### src/hdl/press_option_cfg.svh
// constants for the press option switch logic
`ifndef PRESS_OPTION_CFG_SVH
`define PRESS_OPTION_CFG_SVH
`define CLK_MHZ         125
`define SYNC_TIME_MS    500
`define CONC_TIME_MS    5000
`define SYNC_CYCLES     (`SYNC_TIME_MS * 1000 * `CLK_MHZ)
`define CONC_CYCLES     (`CONC_TIME_MS * 1000 * `CLK_MHZ)
`define CNT_W           30
`define LATE_ANGLE      9'd210
`define BANK1_TOPSTOP   7
`define BANK2_CAM       0
`define BANK2_AUXMUTE   1
`define BANK2_CONC      5
`define AUX_DEVS        3
`define IRQ_W           4
`define IRQ_TOPSTOP     0
`define IRQ_REFUSED     1
`define IRQ_AUXSTOP     2
`define IRQ_ARMED       3
`define ADDR_STATUS     4'h0
`define ADDR_MASK       4'h1
`define ADDR_STATE      4'h2
`endif

### src/hdl/press_option_pkg.sv
// types for the press option switch logic
package press_option_pkg;
  typedef enum logic [1:0] {
    PALM_IDLE  = 2'b00,
    PALM_TIMING = 2'b01,
    PALM_ARMED = 2'b10,
    PALM_LOCK  = 2'b11
  } palm_state_t;
  typedef struct packed {
    logic a_left;
    logic a_right;
    logic b_station;
  } palm_in_t;
  typedef struct packed {
    logic fault_f;
    logic fault_h;
    logic fault_shown;
    logic estop_open;
    logic curtain_break;
    logic xcheck_open;
  } alarm_in_t;
endpackage : press_option_pkg

### src/hdl/press_option_switch_logic.sv
// option-switch policy logic of the press clutch/brake controller
//
// The plain strobed port and the register addresses were chosen for this implementation.
`timescale 1ns/1ps
`include "press_option_cfg.svh"
module press_option_switch_logic (
  // clock and reset
  input  wire logic                        mclk,
  input  wire logic                        sys_rst,
  // switches and pins, asynchronous
  input  wire logic [7:0]                  first_option_bank,
  input  wire logic [7:0]                  second_option_bank,
  input  wire logic                        display_cam_enable_switch,
  input  wire logic                        muting_option_present,
  input  wire press_option_pkg::palm_in_t  palms,
  input  wire press_option_pkg::alarm_in_t alarms,
  // press state, same clock
  input  wire logic [8:0]                  crank_angle,
  input  wire logic                        press_running,
  input  wire logic                        inch_mode,
  input  wire logic                        stroke_interrupted,
  input  wire logic                        stroke_top,
  input  wire logic                        past_carry_up,
  input  wire logic                        multi_station,
  // register port
  input  wire logic [3:0]                  reg_addr,
  input  wire logic [7:0]                  reg_wdata,
  input  wire logic                        reg_wr,
  input  wire logic                        reg_rd,
  output logic [7:0]                       reg_rdata,
  // outputs
  output logic                             top_stop_req,
  output logic                             aux_out1,
  output logic [`AUX_DEVS-1:0]             aux_stop,
  output logic                             cam_set_enable,
  output logic                             stroke_permit,
  output logic                             irq
);
  //////////////////////////////////////////////////////////////////////////////
  // two-stage synchronisers for every pin input
  localparam int SW = 16 + 2 + 3 + 6;
  logic [SW-1:0] raw;
  logic [SW-1:0] meta_q;
  logic [SW-1:0] sync_q;
  assign raw = {first_option_bank, second_option_bank, display_cam_enable_switch,
                muting_option_present, palms, alarms};
  always_ff @(posedge mclk) begin
    if (sys_rst) begin
      meta_q <= '0;
      sync_q <= '0;
    end else begin
      meta_q <= raw;
      sync_q <= meta_q;
    end
  end
  logic [7:0]                  bank1;
  logic [7:0]                  bank2;
  logic                        cam_sw;
  logic                        mute_opt;
  press_option_pkg::palm_in_t  palm_s;
  press_option_pkg::alarm_in_t alm;
  assign {bank1, bank2, cam_sw, mute_opt, palm_s, alm} = sync_q;
  // only positions one, two and six of bank two are decoded
  logic topstop_now;
  logic aux_mute_sw;
  logic conc_sw;
  assign topstop_now = bank1[`BANK1_TOPSTOP];
  assign aux_mute_sw = bank2[`BANK2_AUXMUTE];
  assign conc_sw     = bank2[`BANK2_CONC];
  //////////////////////////////////////////////////////////////////////////////
  // top-stop after stop faults
  logic stop_fault;
  logic fault_q;
  logic pend_next_q;
  logic top_stop_q;
  logic fault_rise;
  assign stop_fault = alm.fault_f | alm.fault_h;
  assign fault_rise = stop_fault & ~fault_q;
  always_ff @(posedge mclk) begin
    if (sys_rst) begin
      fault_q <= 1'b0;
    end else begin
      fault_q <= stop_fault;
    end
  end
  always_ff @(posedge mclk) begin
    if (sys_rst) begin
      pend_next_q <= 1'b0;
      top_stop_q  <= 1'b0;
    end else begin
      if (fault_rise && (topstop_now || crank_angle < `LATE_ANGLE)) begin
        top_stop_q <= 1'b1;
      end else if (fault_rise) begin
        pend_next_q <= 1'b1;
      end else if (stroke_top && pend_next_q) begin
        // late fault: let this stroke finish, stop at the end of the next
        pend_next_q <= 1'b0;
        top_stop_q  <= 1'b1;
      end else if (!stop_fault && !press_running && !pend_next_q) begin
        top_stop_q <= 1'b0;
      end
    end
  end
  //////////////////////////////////////////////////////////////////////////////
  // aux output 1 and aux e-stop relays
  logic intr_cond;
  logic aux1_drop;
  logic in_mute;
  logic curtain_stop;
  assign intr_cond = stroke_interrupted & ~inch_mode;
  assign aux1_drop = alm.fault_shown | alm.estop_open | (alm.curtain_break & press_running)
                   | (intr_cond & ~topstop_now);
  assign in_mute = aux_mute_sw & mute_opt & past_carry_up;
  assign curtain_stop = alm.curtain_break & ~in_mute;
  always_ff @(posedge mclk) begin
    if (sys_rst) begin
      aux_out1 <= 1'b0;
      aux_stop <= '1;
      cam_set_enable <= 1'b0;
    end else begin
      aux_out1 <= ~aux1_drop;
      aux_stop <= {`AUX_DEVS{curtain_stop | alm.estop_open | alm.xcheck_open}};
      cam_set_enable <= bank2[`BANK2_CAM] | cam_sw;
    end
  end
  //////////////////////////////////////////////////////////////////////////////
  // palm synchronous and concurrent windows
  press_option_pkg::palm_state_t st_q;
  logic [`CNT_W-1:0] sync_cnt_q;
  logic [`CNT_W-1:0] conc_cnt_q;
  logic a_pair;
  logic a_any;
  logic all_on;
  logic any_on;
  logic sync_ok_q;
  logic refused_ev;
  assign a_pair = palm_s.a_left & palm_s.a_right;
  assign a_any  = palm_s.a_left | palm_s.a_right;
  // secondary station module already enforced its own palm time
  assign all_on = a_pair & (palm_s.b_station | ~multi_station);
  assign any_on = a_any | palm_s.b_station;
  assign refused_ev = (st_q == press_option_pkg::PALM_TIMING)
                    && (conc_cnt_q == `CNT_W'(`CONC_CYCLES - 1)) && !all_on;
  always_ff @(posedge mclk) begin
    if (sys_rst) begin
      st_q       <= press_option_pkg::PALM_IDLE;
      sync_cnt_q <= '0;
      conc_cnt_q <= '0;
      sync_ok_q  <= 1'b0;
    end else begin
      unique case (st_q)
        press_option_pkg::PALM_IDLE: begin
          sync_cnt_q <= '0;
          conc_cnt_q <= '0;
          sync_ok_q  <= 1'b0;
          if (any_on) begin
            st_q <= press_option_pkg::PALM_TIMING;
          end
        end
        press_option_pkg::PALM_TIMING: begin
          conc_cnt_q <= conc_cnt_q + `CNT_W'(1);
          if (a_any && !sync_ok_q) begin
            sync_cnt_q <= sync_cnt_q + `CNT_W'(1);
          end
          if (a_pair) begin
            sync_ok_q <= 1'b1;
          end
          if (a_any && !a_pair && !sync_ok_q
              && sync_cnt_q == `CNT_W'(`SYNC_CYCLES - 1)) begin
            st_q <= press_option_pkg::PALM_LOCK;
          end else if (all_on && (a_pair || sync_ok_q)) begin
            st_q <= press_option_pkg::PALM_ARMED;
          end else if (refused_ev) begin
            st_q <= press_option_pkg::PALM_LOCK;
          end else if (!any_on) begin
            // a full release abandons the attempt, the next press starts fresh
            st_q <= press_option_pkg::PALM_IDLE;
          end
        end
        press_option_pkg::PALM_ARMED: begin
          if (!all_on) begin
            st_q <= press_option_pkg::PALM_LOCK;
          end
        end
        press_option_pkg::PALM_LOCK: begin
          if (!any_on) begin
            st_q <= press_option_pkg::PALM_IDLE;
          end
        end
      endcase
    end
  end
  // windows are the same with either concurrent setting; conc_sw is only reported
  always_ff @(posedge mclk) begin
    if (sys_rst) begin
      stroke_permit <= 1'b0;
      top_stop_req  <= 1'b0;
    end else begin
      stroke_permit <= (st_q == press_option_pkg::PALM_ARMED) && !top_stop_q;
      top_stop_req  <= top_stop_q;
    end
  end
  //////////////////////////////////////////////////////////////////////////////
  // interrupt status, mask and register read
  logic [`IRQ_W-1:0] ev;
  logic [`IRQ_W-1:0] stat_q;
  logic [`IRQ_W-1:0] mask_q;
  logic              ts_q;
  logic              as_q;
  logic              arm_q;
  always_ff @(posedge mclk) begin
    if (sys_rst) begin
      ts_q  <= 1'b0;
      as_q  <= 1'b0;
      arm_q <= 1'b0;
    end else begin
      ts_q  <= top_stop_q;
      as_q  <= |aux_stop;
      arm_q <= st_q == press_option_pkg::PALM_ARMED;
    end
  end
  always_comb begin
    ev = '0;
    ev[`IRQ_TOPSTOP] = top_stop_q & ~ts_q;
    ev[`IRQ_REFUSED] = refused_ev;
    ev[`IRQ_AUXSTOP] = (|aux_stop) & ~as_q;
    ev[`IRQ_ARMED]   = (st_q == press_option_pkg::PALM_ARMED) & ~arm_q;
  end
  always_ff @(posedge mclk) begin
    if (sys_rst) begin
      stat_q <= '0;
    end else if (reg_wr && reg_addr == `ADDR_STATUS) begin
      // a new event beats the clear
      stat_q <= (stat_q & ~reg_wdata[`IRQ_W-1:0]) | ev;
    end else begin
      stat_q <= stat_q | ev;
    end
  end
  always_ff @(posedge mclk) begin
    if (sys_rst) begin
      mask_q <= '0;
    end else if (reg_wr && reg_addr == `ADDR_MASK) begin
      mask_q <= reg_wdata[`IRQ_W-1:0];
    end
  end
  always_ff @(posedge mclk) begin
    if (sys_rst) begin
      irq <= 1'b0;
    end else begin
      irq <= |((stat_q | ev) & mask_q);
    end
  end
  always_ff @(posedge mclk) begin
    if (sys_rst) begin
      reg_rdata <= '0;
    end else if (reg_rd) begin
      unique case (reg_addr)
        `ADDR_STATUS: reg_rdata <= {4'h0, stat_q};
        `ADDR_MASK:   reg_rdata <= {4'h0, mask_q};
        `ADDR_STATE:  reg_rdata <= {pend_next_q, top_stop_q, cam_set_enable, aux_out1,
                                    1'b0, conc_sw, st_q};
        default:      reg_rdata <= 8'h00;
      endcase
    end else begin
      reg_rdata <= 8'h00;
    end
  end
endmodule : press_option_switch_logic

### config.mk
export PLATFORM = sky130hd
export DESIGN_NAME = press_option_switch_logic
export DESIGN_NICKNAME = d
export VERILOG_FILES = /design/src/hdl/press_option_pkg.sv /design/src/hdl/press_option_switch_logic.sv
export VERILOG_INCLUDE_DIRS = /design/src /design/src/hdl
export SDC_FILE = /design/constraint.sdc
export NUM_CORES = 1
export LEC_CHECK = 0
export BUFFER_PORTS_ARGS = -buffer_cell sky130_fd_sc_hd__buf_2
export CORE_MARGIN = 3
export CORE_UTILIZATION = 35
export DETAILED_ROUTE_END_ITERATION = 8
export SYNTH_ARGS = -nofsm -noshare
export SYNTH_HDL_FRONTEND = slang
export SYNTH_SLANG_ARGS = --single-unit
### constraint.sdc
create_clock -name mclk -period 2.79 [get_ports mclk]
set_input_delay 0.6975 -clock mclk [delete_from_list [all_inputs] [get_ports mclk]]
set_output_delay 0.6975 -clock mclk [all_outputs]
set_load 0.02 [all_outputs]
# --- Word-level counts from Yosys, hierarchy flattened ---
# Index checks and enable logic that the tools add are counted.
totals:
  ff_bits: 144
  inputBits: 58
  out_inout_bits: 16
  elab_cells: 129
op_classes:
  addsub: 2
  n_lt_le_gt_ge: 1
  eq_ne: 12
  mux: 20
  bitwise: 38
  reduce_logical: 36
ops:
  columns: ["op", "n"]
  rows:
  - ["30-bit case mux with 2 select lines", 2]
  - ["30-bit by 1-bit adder with 30-bit output (second input constant)", 2]
  - ["30-bit by 26-bit == test with 1-bit output (second input constant)", 1]
  - ["30-bit == test (second input constant)", 1]
  - ["30-bit two-way mux", 1]
  - ["8-bit case mux with 3 select lines", 1]
  - ["1-bit logical AND", 14]
  - ["1-bit bitwise AND", 12]
  - ["2-bit two-way mux", 6]
  - ["1-bit inverter", 11]
  - ["1-bit bitwise OR", 10]
  - ["2-bit AND reduction", 5]
  - ["9-bit by 8-bit less-than comparator with 1-bit output (second input constant)", 1]
  - ["4-bit bitwise AND", 2]
  - ["4-bit bitwise OR", 2]
  - ["2-bit case mux with 4 select lines", 1]
  - ["1-bit zero test", 7]
  - ["1-bit two-way mux", 7]
  - ["2-bit inequality test (second input constant)", 3]
  - ["2-bit == test (second input constant)", 2]
  - ["4-bit by 1-bit == test with 1-bit output (second input constant)", 1]
  - ["4-bit by 2-bit == test with 1-bit output (second input constant)", 1]
  - ["4-bit zero test", 1]
  - ["4-bit two-way mux", 1]
  - ["other kinds (11)", 14]

# --- Logic depth before layout (Yosys ltp) ---
logic_depth:
  ltp_word: 9
  ltp_mapped: 8
  depth_no_buf: 7

# --- Worst setup path after synthesis ---
# Ideal clock, no wire load.
synth_path:
  path_kind: "register -> register"
  startpoint: "reg sync_q[7]"
  endpoint: "reg sync_cnt_q[29]"
  setup_ns: 0.075
  arrival_ns: 1.884
  required_time_ns: 2.715
  path_slack_ns: 0.831
  stages_incl_launch_ff: 8
  path_buffers: 0
  period_less_slack_ns: 1.959
  path_cell_list: "dfxtp_1 -> inv_1 -> ha_1 -> nor4b_4 -> and3_1 -> nand4_1 -> or4_1 -> o22ai_1"
synth_between:
  elab_chain_len: 4
synth_lines:
  columns: ["element", "line_no", "source"]
  rows:
  - ["start: declaration", "press_option_switch_logic.sv:44", "logic [SW-1:0] sync_q;"]
  - ["start signal: assignment", "press_option_switch_logic.sv:53", "sync_q <= meta_q;"]
  - ["1-bit bitwise OR", "press_option_switch_logic.sv:138", "assign a_any = palm_s.a_left | palm_s.a_right;"]
  - ["1-bit logical AND", "press_option_switch_logic.sv:162", "if (a_any && !sync_ok_q) begin"]
  - ["2-bit by 1-bit inequality test with 1-bit output (no source line)", null, null]
  - ["2-bit AND reduction (no source line)", null, null]
  - ["end signal: assignment", "press_option_switch_logic.sv:163", "sync_cnt_q <= sync_cnt_q + `CNT_W'(1);"]
  - ["end: declaration", "press_option_switch_logic.sv:129", "logic [`CNT_W-1:0] sync_cnt_q;"]
# Every way passes these cells.
# A chain may end at the register's enable or synchronous reset.

# --- Worst setup path after layout ---
layout_path:
  startpoint: "reg sync_q[7]"
  endpoint: "reg sync_cnt_q[24]"
# The elaborated chain is that of the path after synthesis.

==> metrics.md <==
| Metric | Value |
|---|---|
| Status | completed |
| Max-cap violation count | 0 |
| Clock Latency Late Sink | 0.42 ns |
| Die area | 0.0158 mm2 |
| Synthesis-to-finish area growth | 21.4% |
| CTS sink cnt | 120 |
| Final setup fails | 0 |
| Data required time of the worst path | 3.15 ns |
| Register area | 0.00240 mm2 |
| Period utilization | 82.1% |
| Top FF cell, synth | dfxtp_1 |
| Startpoint types | register |
| First-pass GRT wire length | 18200 um |
| I/O Buffers | 56 |
| Hold Path Class | register to register |
| H-tree Lvls | 4 |
| CP max FO | 14 |
| Overall power | 0.00427 W |
| Most common cell after layout, fill and taps aside | dfxtp_1 |
| Syn_nets | 622 |
| #FFs+latches synth | 120 |
| Routed via count | 4143 |
| Ys Warns | 0 |
| Ratio of cells with drive above 1 in the final layout | 17.6% |
| Fill cells | 1338 |
| Post-CTS Hold Fix Bufs | 0 |
| Post-synthesis cell area | 0.00500 mm2 |
| Root Buffer | clkbuf_16 |
| Cell count after placement | 778 |
| Die Wd | 126 um |
| Worst Path Arrival | 2.65 ns |
| Synth unique cells | 53 |
| Setup_tns | 0 ns |
| Hold Slack | 0.436 ns |
| Fin cells | 810 |
| Commonest non-fill, non-tap cells in the layout | dfxtp_1 (120), nor2_1 (83), buf_2 (56) |
| Routability-driven placement congestion ratio | 0.798 |
| Leakage | 2.29 nW |
| Initial Utilization | 35.9% |
| Fin. Hold Viols | 0 |
| Vias per inst | 5.11 |
| CP endpoint kind | register |
| Share of the synthesized area in the top cell type | 48.0% |
| Vias in the first global route | 3967 |
| # nets final | 679 |
| Final slew viol count | 0 |
| Post-synth top area cell | dfxtp_1 |
| Mean routed wirelength per cell | 13.4 um |
| Largest net degree at the start of global routing | 67 |
| Total grt overflow | 0 |
| Seq/Total Area, Yosys | 48.0% |
| Multi-input gate area | 0.00244 mm2 |
| TritonRoute pass-1 iters | 4 |
| Syn_area_per_cell | 8.93 um2 |
| Initial DRC Count | 254 |
| Clock transition at path regs | 0.06 ns |
| RSZ-0062 raised after global routing | false |
| Final Critical Period | 2.29 ns |
| Leading post-synthesis cells by cell area | dfxtp_1 (48%), nor2_1 (6.2%), nor2b_1 (4.9%), xor2_1 (4.2%), nand3_1 (3.0%) |
| Post_cts resized | 0 |
| Setup Buffers After CTS | 0 |
| Max VDD drop | 0.473 mV |
| DRC violations left | 0 |
| Die height | 126 um |
| Antenna viol nets, final | 0 |
| PwrDens | 704 mW/mm2 |
| CTS tree | built |
| Post-synth EDFFs | 0 |
| Core area | 0.0139 mm2 |
| Initial antenna violation count | 0 |
| Relative slew slack | 48.2% |
| Clk_skew | 0.0194 ns |
| Post-DP HPWL | 7330 um |
| Total wire length | 10900 um |
| Cell row count | 43 |
| I/O Pins | 74 |
| Total CTS buffers | 17 |
| F_max | 437 MHz |
| Worst Tran Pin Value | 0.769 ns |
| Gate Count Post-Synth | 560 |
| Crit Path Class | register to register |
| Longest Clk Path Bufs | 2 |
| Gr usage total | 14.3% |
| Ant diodes | 0 |
| Async set-reset flop share out of synthesis | 0% |
-- routing by layer --
metal / up-vias / part of all wire, % / GRT usage, %
li1: 2081 / - / -
met1: 1962 / 46 / 17.2
met2: 83 / 48 / 23.1
met3: 17 / 4.8 / 5.25
met4: 0 / 1.7 / 5.93
met5: - / 0 / 0
-- state kept, by name, summed over array words and instances, names as in the netlist, 2 cells and up --
register / count
sync_cnt_q: 30
conc_cnt_q: 30
st_q: 2
reg_rdata: 8
meta_q: 15
sync_q: 15
mask_q: 4
stat_q: 4
-- path summary, 6_finish.rpt --
kind	slack, ns	startpoint	cells past startpoint	endpoint
max reg2reg	0.50	sync_q[7]	7	sync_cnt_q[24]
max	0.50	sync_q[7]	7	sync_cnt_q[24]
min reg2reg	0.44	meta_q[5]	1	sync_q[5]
min	0.44	meta_q[5]	1	sync_q[5]
-- critical path: stages, from the launching register on --
cell     delay, ns
dfxtp_1       0.33
inv_1         0.05
ha_1          0.26
or4b_4        0.62
nor2_1        0.15
nand4_1       0.26
or4_1         0.49
nand2_1       0.08
-- synthesized netlist by cell type, types with 5 or more instances --
cell type,count
a21oi_1,25
and2_1,5
and3_1,14
clkbuf_1,17
dfxtp_1,120
inv_1,11
mux2i_1,9
nand2_1,31
nand3_1,30
nand3b_1,5
nand4_1,22
nor2_1,83
nor2b_1,39
nor3_1,12
nor4_1,6
nor4b_1,5
o211ai_1,6
o21ai_0,17
or2_2,6
or4_1,6
xnor2_1,12
xor2_1,24
-- power breakdown --
group	leakage [nW]	total, W	internal [W]	switching, W
Combinational	1.02	0.000261	0.000103	0.000158
Clock	0.293	0.00222	0.00138	0.000837
Sequential	0.976	0.00179	0.00176	0.0000326
-- layout make-up --
type                            count  area share (%)
Inverter                           11           0.680
Clock inverter                     13            2.58
Sequential cell                   120            39.6
Clock buffer                       19            7.46
Multi-Input combinational cell    403            40.2
Timing Repair Buffer               64            5.81
Tap cell                          180            3.71
-- kinds of logic (layout without fill, tap and decap cells) --
family / count (synthesis) / count (layout) / synth area share [%]
compound gates: 69 / 69 / 8.56
xor+xnor: 36 / 36 / 6.31
fa+ha+maj: 4 / 4 / 1.00
buf+inv: 37 / 107 / 3.13
flops: 120 / 120 / 48.0
mux: 11 / 11 / 2.25
simple gates: 283 / 283 / 30.7
-- metrics by stage --
| step | setup slack (ns) | util [%] | cell area [um2] |
|---|---|---|---|
| after floorplan | 0.831 | - | 5000 |
| after global placement | 0.576 | 39.2 | 5460 |
| after detailed placement | 0.537 | 39.2 | 5460 |
| after CTS | 0.492 | 43.6 | 6070 |
| after global routing | 0.337 | 43.6 | 6070 |
| final | 0.500 | 43.6 | 6070 |
Note: power is estimated with default switching activity, not from simulation.
